File: config.mk
export PLATFORM = sky130hd
export DESIGN_NAME = time_of_day_display_counters
export DESIGN_NICKNAME = d
export VERILOG_FILES = /design/src/design/clock_pkg.sv /design/src/design/six_state_counter.sv /design/src/design/seg_digit_counter.sv /design/src/design/time_of_day_display_counters.sv
export SDC_FILE = /design/constraint.sdc
export NUM_CORES = 1
export LEC_CHECK = 0
export BUFFER_PORTS_ARGS = -buffer_cell sky130_fd_sc_hd__buf_2
export CORE_AREA = 8 8 109 150
export CTS_CLUSTER_DIAMETER = 100
export DETAILED_ROUTE_END_ITERATION = 16
export DIE_AREA = 0 0 117 158
export GPL_TIMING_DRIVEN = 0
export PLACE_DENSITY = 0.79
export REMOVE_ABC_BUFFERS = 1
export SLEW_MARGIN = 5
export SYNTH_ARGS = -nofsm -noshare
export SYNTH_HDL_FRONTEND = slang
export SYNTH_SLANG_ARGS = --single-unit
File: constraint.sdc
create_clock -name ref_clk_i -period 5.3 [get_ports ref_clk_i]
set_input_delay 0.53 -clock ref_clk_i [delete_from_list [all_inputs] [get_ports ref_clk_i]]
set_output_delay 0.53 -clock ref_clk_i [all_outputs]
set_load 0.05 [all_outputs]
File: src/design/clock_pkg.sv
/*
 Constants shared by the time-of-day counter chain: segment patterns, clock rate,
 tick dividers and the register map of the AXI4-Lite slave.
 Assumes a single 50 MHz reference clock and active-high segment drive.
*/
// Functional notes
// - Hold clears both seconds digits, keeps them zero.
// - Tens of seconds wraps after six states.
// - Tens MSB changes leaving counts three and five.
// - Seconds advance from the one hertz tick.
// - Minutes/hours pulse: per minute, 8 Hz, 128 Hz.
// - Reference clock input runs the prescaler.
// - Minute digit state is its segment pattern.
// - Segment A dark after states zero, three, five, unless that state is the last.
// - Reset shows zero: A-F lit, G dark.
// - Carry at last state enables next stage.
// - Tens of minutes steps zero to five.
// - Hours is one stage, resets to twelve.
// - Hours carry when count reaches twelve.
// - Meridiem flag toggles on every hours carry.
// - Clock reset forces morning flag at once.
// - Seconds and minutes count 00 to 59.
// - Hours count 1 to 12, never 00.
// - Hold stops minutes and hours, seconds zero.
// - Both set switches, with hold off, reset time to 12:00 AM.
package clock_pkg;
  localparam int unsigned CLK_PERIOD_NS = 20;
  localparam int unsigned FAST_SET_HZ = 128;
  localparam int unsigned TICK128_CYCLES = 1_000_000_000 / (CLK_PERIOD_NS * FAST_SET_HZ);
  localparam int unsigned SLOW_SET_HZ = 8;
  localparam int unsigned TICK8_DIV = FAST_SET_HZ / SLOW_SET_HZ;
  localparam logic [3:0] HOUR_RESET = 4'hC;
  localparam logic [3:0] HOUR_FIRST = 4'h1;
  localparam logic [3:0] SEC_ONES_LAST = 4'h9;
  localparam logic [2:0] TENS_LAST = 3'h5;
  localparam logic [6:0] SEG_BLANK = 7'h00;
  localparam logic [6:0] SEG_ZERO = 7'h3F;
  localparam logic [31:0] CTRL_OFFSET = 32'h0000_0000;
  localparam logic [31:0] STATUS_OFFSET = 32'h0000_0004;
  localparam logic [31:0] SEGMENT_OFFSET = 32'h0000_0008;
  localparam logic [1:0] RESP_OKAY = 2'h0;
  localparam logic [1:0] RESP_SLVERR = 2'h2;

  // Pattern bit order is {g,f,e,d,c,b,a}; six drops segment A.
  function automatic logic [6:0] seg_of(input logic [3:0] digit);
    unique case (digit)
      4'h0: seg_of = 7'h3F;
      4'h1: seg_of = 7'h06;
      4'h2: seg_of = 7'h5B;
      4'h3: seg_of = 7'h4F;
      4'h4: seg_of = 7'h66;
      4'h5: seg_of = 7'h6D;
      4'h6: seg_of = 7'h7C;
      4'h7: seg_of = 7'h07;
      4'h8: seg_of = 7'h7F;
      4'h9: seg_of = 7'h6F;
      default: seg_of = 7'h00;
    endcase
  endfunction
endpackage

File: src/design/six_state_counter.sv
/*
 Three-bit counter with six states, synchronous clear and count enable.
 Assumes clear and enable come from logic on the same clock.
*/
`timescale 1ns/1ps
module six_state_counter (
  // Clock and reset
  input wire logic ref_clk_i,
  input wire logic arst_n_i,
  // Control
  input wire logic clr_i,
  input wire logic en_i,
  // Count
  output logic [2:0] tens_count_bits_o,
  output logic tc_o
);
  logic [2:0] cnt_r;

  always_ff @(posedge ref_clk_i or negedge arst_n_i) begin
    if (!arst_n_i) begin
      cnt_r <= 3'h0;
    end else if (clr_i) begin
      cnt_r <= 3'h0;
    end else if (en_i) begin
      cnt_r <= (cnt_r == clock_pkg::TENS_LAST) ? 3'h0 : cnt_r + 3'h1;
    end
  end

  assign tens_count_bits_o = cnt_r;
  assign tc_o = (cnt_r == clock_pkg::TENS_LAST);
endmodule // six_state_counter

File: src/design/seg_digit_counter.sv
/*
 Decimal digit counter whose state register is its own segment pattern.
 Assumes active-high segments; illegal patterns recover to zero.
*/
`timescale 1ns/1ps
module seg_digit_counter #(
  parameter logic [3:0] LAST_DIGIT = 4'h9
) (
  // Clock and reset
  input wire logic ref_clk_i,
  input wire logic arst_n_i,
  // Control
  input wire logic clr_i,
  input wire logic en_i,
  // Segments and carry
  output logic [6:0] seg_o,
  output logic stage_carry_enable_o
);
  logic [6:0] seg_r;
  logic [6:0] seg_nxt;

  // Next pattern is decoded from the current pattern.
  always_comb begin
    seg_nxt = clock_pkg::SEG_ZERO;
    for (int i = 0; i <= int'(LAST_DIGIT); i++) begin
      if (seg_r == clock_pkg::seg_of(4'(i)) && 4'(i) != LAST_DIGIT) begin
        seg_nxt = clock_pkg::seg_of(4'(i + 1));
      end
    end
  end

  always_ff @(posedge ref_clk_i or negedge arst_n_i) begin
    if (!arst_n_i) begin
      seg_r <= clock_pkg::SEG_ZERO;
    end else if (clr_i) begin
      seg_r <= clock_pkg::SEG_ZERO;
    end else if (en_i) begin
      seg_r <= seg_nxt;
    end
  end

  assign seg_o = seg_r;
  assign stage_carry_enable_o = (seg_r == clock_pkg::seg_of(LAST_DIGIT));
endmodule // seg_digit_counter

File: src/design/time_of_day_display_counters.sv
/*
 Twelve-hour time-of-day counter chain with prescaler, switch synchronisers,
 minutes and hours stages, meridiem flag and an AM/PM readable AXI4-Lite slave.
 Assumes switch pins are asynchronous levels and one AXI master on ref_clk_i.
*/
`timescale 1ns/1ps
module time_of_day_display_counters #(
  parameter int unsigned TICK128_CYCLES = clock_pkg::TICK128_CYCLES
) (
  // Clock and reset
  input wire logic ref_clk_i,
  input wire logic arst_n_i,
  // AXI4-Lite write address and data
  input wire logic awvalid_i,
  output logic awready_o,
  input wire logic [31:0] awaddr_i,
  input wire logic wvalid_i,
  output logic wready_o,
  input wire logic [31:0] wdata_i,
  input wire logic [3:0] wstrb_i,
  // AXI4-Lite write response
  output logic bvalid_o,
  input wire logic bready_i,
  output logic [1:0] bresp_o,
  // AXI4-Lite read
  input wire logic arvalid_i,
  output logic arready_o,
  input wire logic [31:0] araddr_i,
  output logic rvalid_o,
  input wire logic rready_i,
  output logic [31:0] rdata_o,
  output logic [1:0] rresp_o,
  // Setting switches
  input wire logic slow_set_pin_i,
  input wire logic fast_set_pin_i,
  input wire logic hold_pin_i,
  // Displays
  output logic [3:0] sec_ones_o,
  output logic [2:0] sec_tens_o,
  output logic [6:0] min_ones_seg_o,
  output logic [6:0] min_tens_seg_o,
  output logic [6:0] hr_ones_seg_o,
  output logic [6:0] hr_tens_seg_o,
  output logic pm_o
);
  // Switch synchronisers: three flops, a change counts when stages two and three agree.
  logic [2:0] pin_s1_r;
  logic [2:0] pin_s2_r;
  logic [2:0] pin_s3_r;
  logic [2:0] pin_r;

  always_ff @(posedge ref_clk_i or negedge arst_n_i) begin
    if (!arst_n_i) begin
      pin_s1_r <= 3'h0;
      pin_s2_r <= 3'h0;
      pin_s3_r <= 3'h0;
    end else begin
      pin_s1_r <= {hold_pin_i, fast_set_pin_i, slow_set_pin_i};
      pin_s2_r <= pin_s1_r;
      pin_s3_r <= pin_s2_r;
    end
  end

  always_ff @(posedge ref_clk_i or negedge arst_n_i) begin
    if (!arst_n_i) begin
      pin_r <= 3'h0;
    end else begin
      for (int i = 0; i < 3; i++) begin
        if (pin_s2_r[i] == pin_s3_r[i]) begin
          pin_r[i] <= pin_s3_r[i];
        end
      end
    end
  end

  // Software switch register; either source sets a switch.
  logic [2:0] ctrl_r;
  logic slow_set;
  logic fast_set;
  logic hold;
  logic time_rst;
  logic sec_rst;

  assign slow_set = pin_r[0] | ctrl_r[0];
  assign fast_set = pin_r[1] | ctrl_r[1];
  assign hold = pin_r[2] | ctrl_r[2];
  assign time_rst = slow_set & fast_set & ~hold;
  assign sec_rst = slow_set | fast_set | hold;

  // Prescaler on the reference clock: 128 Hz, 8 Hz and 1 Hz enable pulses.
  logic [31:0] pre_cnt_r;
  logic [6:0] tick_cnt_r;
  logic tick128;
  logic tick8;
  logic tick1;

  always_ff @(posedge ref_clk_i or negedge arst_n_i) begin
    if (!arst_n_i) begin
      pre_cnt_r <= 32'h0000_0000;
    end else if (pre_cnt_r == TICK128_CYCLES - 1) begin
      pre_cnt_r <= 32'h0000_0000;
    end else begin
      pre_cnt_r <= pre_cnt_r + 32'h0000_0001;
    end
  end

  assign tick128 = (pre_cnt_r == TICK128_CYCLES - 1);

  always_ff @(posedge ref_clk_i or negedge arst_n_i) begin
    if (!arst_n_i) begin
      tick_cnt_r <= 7'h00;
    end else if (tick128) begin
      tick_cnt_r <= tick_cnt_r + 7'h01;
    end
  end

  assign tick8 = tick128 && (tick_cnt_r[3:0] == 4'(clock_pkg::TICK8_DIV - 1));
  assign tick1 = tick128 && (tick_cnt_r == 7'h7F);

  // Seconds: decimal ones digit and six-state tens digit.
  logic [3:0] sec_ones_r;
  logic [2:0] sec_tens;
  logic sec_tens_tc;
  logic sec_ones_tc;
  logic sec_carry;

  assign sec_ones_tc = (sec_ones_r == clock_pkg::SEC_ONES_LAST);
  assign sec_carry = tick1 && sec_ones_tc && sec_tens_tc;

  always_ff @(posedge ref_clk_i or negedge arst_n_i) begin
    if (!arst_n_i) begin
      sec_ones_r <= 4'h0;
    end else if (sec_rst) begin
      sec_ones_r <= 4'h0;
    end else if (tick1) begin
      sec_ones_r <= sec_ones_tc ? 4'h0 : sec_ones_r + 4'h1;
    end
  end

  six_state_counter u_sec_tens (
    .ref_clk_i(ref_clk_i),
    .arst_n_i(arst_n_i),
    .clr_i(sec_rst),
    .en_i(tick1 && sec_ones_tc),
    .tens_count_bits_o(sec_tens),
    .tc_o(sec_tens_tc)
  );

  // Minutes and hours pulse, chosen by the switch mode.
  logic min_pulse;

  always_comb begin
    min_pulse = 1'b0;
    if (!hold) begin
      if (slow_set && !fast_set) begin
        min_pulse = tick8;
      end else if (fast_set && !slow_set) begin
        min_pulse = tick128;
      end else if (!slow_set && !fast_set) begin
        min_pulse = sec_carry;
      end
    end
  end

  logic min_ones_tc;
  logic min_tens_tc;
  logic hr_adv;

  seg_digit_counter #(
    .LAST_DIGIT(4'h9)
  ) u_min_ones (
    .ref_clk_i(ref_clk_i),
    .arst_n_i(arst_n_i),
    .clr_i(time_rst),
    .en_i(min_pulse),
    .seg_o(min_ones_seg_o),
    .stage_carry_enable_o(min_ones_tc)
  );

  seg_digit_counter #(
    .LAST_DIGIT(4'h5)
  ) u_min_tens (
    .ref_clk_i(ref_clk_i),
    .arst_n_i(arst_n_i),
    .clr_i(time_rst),
    .en_i(min_pulse && min_ones_tc),
    .seg_o(min_tens_seg_o),
    .stage_carry_enable_o(min_tens_tc)
  );

  assign hr_adv = min_pulse && min_ones_tc && min_tens_tc;

  // Hours: one stage over both digits, 12, 1, 2 ... 11, 12.
  logic [3:0] hr_r;
  logic [3:0] hr_nxt;
  logic [3:0] hr_ones;
  logic hr_carry;
  logic [6:0] hr_ones_seg_r;
  logic [6:0] hr_tens_seg_r;
  logic pm_r;

  always_comb begin
    hr_nxt = hr_r;
    if (time_rst) begin
      hr_nxt = clock_pkg::HOUR_RESET;
    end else if (hr_adv) begin
      hr_nxt = (hr_r == clock_pkg::HOUR_RESET) ? clock_pkg::HOUR_FIRST : hr_r + 4'h1;
    end
  end

  assign hr_carry = hr_adv && !time_rst && (hr_nxt == clock_pkg::HOUR_RESET);
  assign hr_ones = (hr_nxt > 4'h9) ? hr_nxt - 4'hA : hr_nxt;

  always_ff @(posedge ref_clk_i or negedge arst_n_i) begin
    if (!arst_n_i) begin
      hr_r <= clock_pkg::HOUR_RESET;
      hr_ones_seg_r <= clock_pkg::seg_of(4'h2);
      hr_tens_seg_r <= clock_pkg::seg_of(4'h1);
    end else begin
      hr_r <= hr_nxt;
      hr_ones_seg_r <= clock_pkg::seg_of(hr_ones);
      hr_tens_seg_r <= (hr_nxt > 4'h9) ? clock_pkg::seg_of(4'h1) : clock_pkg::SEG_BLANK;
    end
  end

  always_ff @(posedge ref_clk_i or negedge arst_n_i) begin
    if (!arst_n_i) begin
      pm_r <= 1'b0;
    end else if (time_rst) begin
      pm_r <= 1'b0;
    end else if (hr_carry) begin
      pm_r <= ~pm_r;
    end
  end

  // The reset mask shows morning in the same cycle the switches ask for it.
  assign pm_o = pm_r & ~time_rst;
  assign hr_ones_seg_o = hr_ones_seg_r;
  assign hr_tens_seg_o = hr_tens_seg_r;
  assign sec_ones_o = sec_ones_r;
  assign sec_tens_o = sec_tens;

  // AXI4-Lite slave: one write and one read at a time.
  logic aw_got_r;
  logic w_got_r;
  logic [31:0] aw_addr_r;
  logic [31:0] w_data_r;
  logic [3:0] w_strb_r;
  logic bvalid_r;
  logic [1:0] bresp_r;
  logic rvalid_r;
  logic [31:0] rdata_r;
  logic [1:0] rresp_r;
  logic wr_do;
  logic wr_hit;

  assign awready_o = !aw_got_r && !bvalid_r;
  assign wready_o = !w_got_r && !bvalid_r;
  assign wr_do = aw_got_r && w_got_r && !bvalid_r;
  assign wr_hit = aw_addr_r == clock_pkg::CTRL_OFFSET || aw_addr_r == clock_pkg::STATUS_OFFSET ||
                  aw_addr_r == clock_pkg::SEGMENT_OFFSET;

  always_ff @(posedge ref_clk_i or negedge arst_n_i) begin
    if (!arst_n_i) begin
      aw_got_r <= 1'b0;
      w_got_r <= 1'b0;
      aw_addr_r <= 32'h0000_0000;
      w_data_r <= 32'h0000_0000;
      w_strb_r <= 4'h0;
    end else begin
      if (awvalid_i && awready_o) begin
        aw_got_r <= 1'b1;
        aw_addr_r <= {awaddr_i[31:2], 2'b00};
      end else if (wr_do) begin
        aw_got_r <= 1'b0;
      end
      if (wvalid_i && wready_o) begin
        w_got_r <= 1'b1;
        w_data_r <= wdata_i;
        w_strb_r <= wstrb_i;
      end else if (wr_do) begin
        w_got_r <= 1'b0;
      end
    end
  end

  always_ff @(posedge ref_clk_i or negedge arst_n_i) begin
    if (!arst_n_i) begin
      bvalid_r <= 1'b0;
      bresp_r <= clock_pkg::RESP_OKAY;
    end else if (wr_do) begin
      bvalid_r <= 1'b1;
      bresp_r <= wr_hit ? clock_pkg::RESP_OKAY : clock_pkg::RESP_SLVERR;
    end else if (bready_i) begin
      bvalid_r <= 1'b0;
    end
  end

  always_ff @(posedge ref_clk_i or negedge arst_n_i) begin
    if (!arst_n_i) begin
      ctrl_r <= 3'h0;
    end else if (wr_do && aw_addr_r == clock_pkg::CTRL_OFFSET && w_strb_r[0]) begin
      ctrl_r <= w_data_r[2:0];
    end
  end

  assign arready_o = !rvalid_r;

  always_ff @(posedge ref_clk_i or negedge arst_n_i) begin
    if (!arst_n_i) begin
      rvalid_r <= 1'b0;
      rdata_r <= 32'h0000_0000;
      rresp_r <= clock_pkg::RESP_OKAY;
    end else if (arvalid_i && arready_o) begin
      rvalid_r <= 1'b1;
      rresp_r <= clock_pkg::RESP_OKAY;
      unique case ({araddr_i[31:2], 2'b00})
        clock_pkg::CTRL_OFFSET: rdata_r <= {29'h0, ctrl_r};
        clock_pkg::STATUS_OFFSET: rdata_r <= {16'h0, pin_r, hold, hr_r, pm_o, sec_tens, sec_ones_r};
        clock_pkg::SEGMENT_OFFSET: rdata_r <= {4'h0, hr_tens_seg_r, hr_ones_seg_r,
                                               min_tens_seg_o, min_ones_seg_o};
        default: begin
          rdata_r <= 32'h0000_0000;
          rresp_r <= clock_pkg::RESP_SLVERR;
        end
      endcase
    end else if (rready_i) begin
      rvalid_r <= 1'b0;
    end
  end

  assign bvalid_o = bvalid_r;
  assign bresp_o = bresp_r;
  assign rvalid_o = rvalid_r;
  assign rdata_o = rdata_r;
  assign rresp_o = rresp_r;
endmodule // time_of_day_display_counters

Yosys cells after proc, flatten, opt, wreduce, memory -nomap -nowiden

Memory sizes are Yosys's and may differ from the RTL's. A register that Yosys moved wholly into a read port is not among the register bits.
Cells that the tools add are included.

Word-level logic and storage cells: 163
Output and inout port bits: 77
Register bits: 157
Memories: 1
Bits in read-only memories: 112

Bitwise logic cells: 11
$add $sub $neg: 6
Reductions and logical operators: 42
Magnitude comparators: 1
Muxes and demuxes: 46
Eq/ne operators: 30

Memories:

| name             | depth | bits a word | read ports | clocked after Yosys merged registers in | write ports | RTL line        | RTL |
|---|---|---|---|---|---|---|---|
| (name not given) | 16    | 7           | 1          | 1                                       | 0           | clock_pkg.sv:46 | `unique case (digit)` |

Operator list:

| kind                                             | count |
|---|---|
| 2-to-1 mux 7 bit                                 | 16 |
| == test 7 bit (second input constant)            | 12 |
| case mux 24 bit (3 select lines)                 | 1 |
| == test 30 x 1 -> 1 bit (second input constant)  | 2 |
| == test 30 x 2 -> 1 bit (second input constant)  | 2 |
| adder 32 x 1 -> 32 bit (second input constant)   | 1 |
| == test 32 x 19 -> 1 bit (second input constant) | 1 |
| zero test 32 bit                                 | 1 |
| 2-to-1 mux 32 bit                                | 1 |
| zero test 30 bit                                 | 1 |
| 2-to-1 mux 4 bit                                 | 7 |
| == test 7 x 3 -> 1 bit (second input constant)   | 3 |
| logical AND 1 bit                                | 20 |
| nonzero test 2 bit                               | 9 |
| == test 4 bit (second input constant)            | 4 |
| == test 7 x 6 -> 1 bit (second input constant)   | 2 |
| 2-to-1 mux 1 bit                                 | 13 |
| 2-to-1 mux 3 bit                                 | 4 |
| 2-to-1 mux 6 bit                                 | 2 |
| adder 4 x 1 -> 4 bit (second input constant)     | 2 |
| zero test 1 bit                                  | 8 |
| adder 7 x 1 -> 7 bit (second input constant)     | 1 |
| bitwise OR 1 bit                                 | 5 |
| > comparator 4 bit (second input constant)       | 1 |
| 9 further kinds                                  | 17 |

Longest topological paths before layout

Word-level depth: 16
Mapped depth: 16
Gate-level depth less buffers: 15

By module

A second synthesis with hierarchy kept.

Cell total of the unflattened synthesis: 724
Area total of the unflattened synthesis: 7,554.7 sq um

By module, submodules not included:

| module                          | cells each | instances | sequential area each (sq um) | area an instance (sq um) |
|---|---|---|---|---|
| time_of_day_display_counters    | 593        | 1         | 3,338.2                      | 6,348.6 |
| seg_digit_counter at u_min_ones | 68         | 1         | 182.7                        | 569.3 |
| seg_digit_counter at u_min_tens | 51         | 1         | 156.4                        | 489.2 |
| six_state_counter               | 12         | 1         | 75.1                         | 147.6 |

Least setup slack after synthesis

Ideal clock, no wire load.

Path type: register -> register
Start point: reg u_min_ones.seg_r[3] (netlist: u_min_ones.seg_o[3])
End point: reg hr_ones_seg_r[4] (netlist: hr_ones_seg_o[4])
Data arrival time: 3.851 ns
Required time: 5.220 ns
Stages on the path, launching flop included: 13
Setup time: 0.080 ns
Period minus slack after synthesis: 3.931 ns
Slack: 1.369 ns
Buffers on the path: 2
Path through: dfstp_2 > buf_4 > nand4_4 > or4_1 > or4_4 > o31a_1 > nor3_2 > buf_2 > a21o_1 > inv_1 > ha_1 > or3_1 > a32o_1

Longest elaborated chain between the ends: 7
Elaborated cells on any way between the ends: 8

RTL lines:

| element                                                | RTL line                            | RTL |
|---|---|---|
| start, declared                                        | seg_digit_counter.sv:19             | `logic [6:0] seg_r;` |
| start signal, assigned                                 | seg_digit_counter.sv:34             | `seg_r <= clock_pkg::SEG_ZERO;` |
| start signal, assigned                                 | seg_digit_counter.sv:36             | `seg_r <= clock_pkg::SEG_ZERO;` |
| start signal, assigned                                 | seg_digit_counter.sv:38             | `seg_r <= seg_nxt;` |
| == test 7 bit (*)                                      | n/a                                 |  |
| logical AND 1 bit (*) (2 in a row)                     | time_of_day_display_counters.sv:191 | `assign hr_adv = min_pulse && min_ones_tc && min_tens_tc;` |
| 2-to-1 mux 4 bit (*)                                   | time_of_day_display_counters.sv:206 | `end else if (hr_adv) begin` |
| 2-to-1 mux 4 bit (*)                                   | time_of_day_display_counters.sv:204 | `if (time_rst) begin` |
| subtractor 4 bit or > comparator 4 bit (tied branches) | time_of_day_display_counters.sv:212 | `assign hr_ones = (hr_nxt > 4'h9) ? hr_nxt - 4'hA : hr_nxt;` |
| 2-to-1 mux 4 bit (*)                                   | time_of_day_display_counters.sv:212 |  |
| end, declared                                          | time_of_day_display_counters.sv:198 | `logic [6:0] hr_ones_seg_r;` |

Every way passes the cells marked *; elsewhere a longest branch is shown, timed or not.
A chain may end at the register's enable or synchronous reset.

Final worst setup path

Ends and elaborated chain as after synthesis.

==> flow_summary_export.csv <==
group,metric,value,unit
worst_setup_path,cp_slowest_cell,"dfstp_2",
logic_synthesis,yosysWarnings,0,
pwr,peakVddDrop,0.219,mV
die,io_pins,187,
worst_setup_path,crit_arrival,4.53,ns
placement,place_ws,1.20,ns
logic_synthesis,synthFlopType,"dfrtp_1",
pwr,leakage,0.00392,uW
global_route,grt_pass1_vias,5709,
cells_and_area,multiInputGateArea,0.00326,mm2
clocking,numCtsBuffers,17,
pwr,power_density,356,mW/mm2
route,wl_per_cell,16.5,um
route,drt_first_pass_iters,5,
worst_setup_path,rrSetupSlack,1.13,ns
sta,finalCritPeriodShare,0.787,
worst_setup_path,crit_type,"reg2reg",
global_route,antenna_found_initial,0,
route,drt_iter0_drc,315,
global_route,grt_pass1_wl,27.0,mm
worst_setup_path,startpoint_type,"register",
cells_and_area,area_growth,18.5,%
logic_synthesis,syn_area,0.00730,mm2
route,wl,16.7,mm
min_path,hp-class,"in2async",
route,num_vias,5595,
placement,dpl_cell_area,0.00805,mm2
clocking,clk_pin_slew_worst_paths,0.07,ns
sta,slew_headroom,0.215,
cells_and_area,post-route-util,0.610,
cells_and_area,fin_area,0.00865,mm2
clocking,clk_path_buf_depth,2,
route,drc,0,
clocking,postCtsSetupRepairBufs,0,
clocking,htree_num_levels,4,
die,core,0.0142,mm2
global_route,overflow,0,
cells_and_area,diodes,0,
clocking,cts_tree,"built",
logic_synthesis,avgSynthCellArea,10.6,um2
cells_and_area,regArea,0.00375,mm2
sta,hold_viol_final,0,
sta,maxSlewViolCount,0,
clocking,cts_root_buffer,"clkbuf_16",
worst_setup_path,r2r-end,"hr_ones_seg_o[4]",
worst_setup_path,crit_chain,"nand4_4, or4_1, or4_4, o31a_1, nor3_2, a21o_1, inv_1, ha_1, or3_1, a32o_1",
sta,max_freq,0.240,GHz
run_status,status,"complete, no violations",
clocking,cts_num_sinks,149,
clocking,hold_buffers,0,
cells_and_area,finish.net_count,935,
worst_setup_path,crit_start,"u_min_ones.seg_o[3]",
sta,min_period,4.17,ns
worst_setup_path,r2r-start,"u_min_ones.seg_o[3]",
logic_synthesis,synthDistinctLibCells,75,
sta,rsz0062_at_grt,"false",
logic_synthesis,synth_edf_count,0,
sta,setup-violations-final,0,
route,vias_per_cell,5.52,
logic_synthesis,ys_seq_area_frac,0.514,
sta,finalClockSkew,0.00991,ns
placement,gp_congestion,0.881,
clocking,cts_repair_resize_count,0,
clocking,insertion_delay,0.42,ns
die,die_h,158,um
global_route,grt_max_degree,85,
worst_setup_path,cp_num_buf_inv,1,
global_route,grt_usage,0.187,
logic_synthesis,ys_async_sr_fraction,1.00,
die,die_w,117,um
worst_setup_path,crit_family,"simple AND/OR/NAND/NOR gates",
sta,tns,0,ns
logic_synthesis,synthCells,691,
placement,port_buffers,134,
die,row_count,52,
route,drtAntennaViolNets,0,
logic_synthesis,ys_ff_latch,149,
worst_setup_path,endpoint_kind,"register",
sta,tightest_slew,1.17,ns
die,dieArea,0.0185,mm2
cells_and_area,drive_gt1_frac,0.299,
worst_setup_path,reg2reg_depth,10,
placement,hpwl,12.4,mm
run,maxCapViolations,0,
worst_setup_path,crit_fanout,11,
worst_setup_path,cpPeakStageDelay,0.67,ns
sta,layout_setup_ws,1.13,ns
die,start_util,0.515,
cells_and_area,fill_cells,1162,
worst_setup_path,cp.required,5.66,ns
-- kinds of logic (layout without fill, tap and decap cells) --
logic type / Yosys count / in the layout / share of synthesized area
buffers and inverters: 70 / 189 / 0.0497
adders and majority gates: 16 / 16 / 0.0264
xor gates and xnor gates: 38 / 38 / 0.0456
other: 1 / 16 / 0.000514
AOI/OAI and AO/OA: 110 / 110 / 0.104
muxes: 44 / 44 / 0.0669
DFF: 149 / 149 / 0.514
and+or+nand+nor: 263 / 263 / 0.193
-- sequential cells by signal, indices dropped and copies added, names as in the netlist, 6 cells and up --
name / flops
aw_addr_r: 30
hr_ones_seg_o: 7
pre_cnt_r: 32
rdata_o: 22
tick_cnt_r: 7
u_min_ones.seg_o: 7
u_min_tens.seg_o: 6
-- how the worst max path moves through the flow --
stage	end	depth (start not counted)
4_1_cts	hr_ones_seg_o[4]	10
2_1_floorplan	hr_ones_seg_o[4]	12
6_report	hr_ones_seg_o[4]	10
3_5_place_dp	hr_ones_seg_o[4]	10
5_1_grt	hr_ones_seg_o[4]	10
3_3_place_gp	hr_ones_seg_o[4]	12
-- report_power, final --
group          leakage (uW)  switching (uW)  internal, uW
combinational       0.00175             273           216
sequential          0.00188             104          1300
clock              0.000287             517           670
total               0.00392             895          2190
-- synthesized netlist by cell type, drive strengths merged, types with 8 or more instances --
library cell | instances | area share
and2 | 8 | 0.0069
nand2 | 65 | 0.033
o211ai | 8 | 0.0082
dfrtp | 130 | 0.45
nand4 | 19 | 0.018
and3 | 10 | 0.0086
nand3 | 28 | 0.019
ha | 13 | 0.022
xnor2 | 25 | 0.030
inv | 17 | 0.0087
a22oi | 12 | 0.012
nor2 | 52 | 0.027
o21ai | 33 | 0.023
nor3 | 16 | 0.012
buf | 33 | 0.030
xor2 | 13 | 0.016
nor4 | 25 | 0.023
mux2 | 38 | 0.059
a21oi | 25 | 0.019
dfstp | 19 | 0.068
clkbuf | 18 | 0.0093
-- area by class of cell --
| cell class | instances | area share |
|---|---|---|
| Clock inverter | 14 | 0.0194 |
| Tap cell | 189 | 0.0273 |
| Inverter | 19 | 0.00882 |
| Sequential cell | 149 | 0.434 |
| Timing Repair Buffer | 138 | 0.0849 |
| Clock buffer | 18 | 0.0496 |
| Multi-Input combinational cell | 487 | 0.376 |
-- metal layers --
| metal | vias up | global-route usage | share of wire |
|---|---|---|---|
| met2 | 188 | 0.330 | 0.52 |
| li1 | 2684 | - | - |
| met4 | 0 | 0.0967 | 0.028 |
| met3 | 29 | 0.0481 | 0.078 |
| met5 | - | 0 | 0 |
| met1 | 2694 | 0.198 | 0.37 |
-- placed cells by master, fill, tap and decap left out, types with 13 or more instances in the layout --
| cell | instances |
|---|---|
| inv_1 | 16 |
| xor2_1 | 13 |
| o21ai_0 | 28 |
| ha_1 | 13 |
| nor2_1 | 52 |
| dfrtp_1 | 130 |
| nor4_1 | 24 |
| nand2_1 | 65 |
| nand4_1 | 18 |
| mux2_2 | 38 |
| nor3_1 | 13 |
| nand3_1 | 28 |
| conb_1 | 16 |
| clkbuf_16 | 17 |
| a21oi_1 | 24 |
| dfstp_2 | 19 |
| buf_2 | 133 |
| xnor2_1 | 25 |
-- per-stage QoR --
step	power (uW)	hold WS [ns]	cells
global route	3230	0.146	1014
detailed placement	1930	0.336	982
floorplan	1770	0.234	655
finish	3080	0.0929	1014
CTS	3120	0.120	1014
global placement	1890	0.334	978
Power figures use the tool's default switching activity.
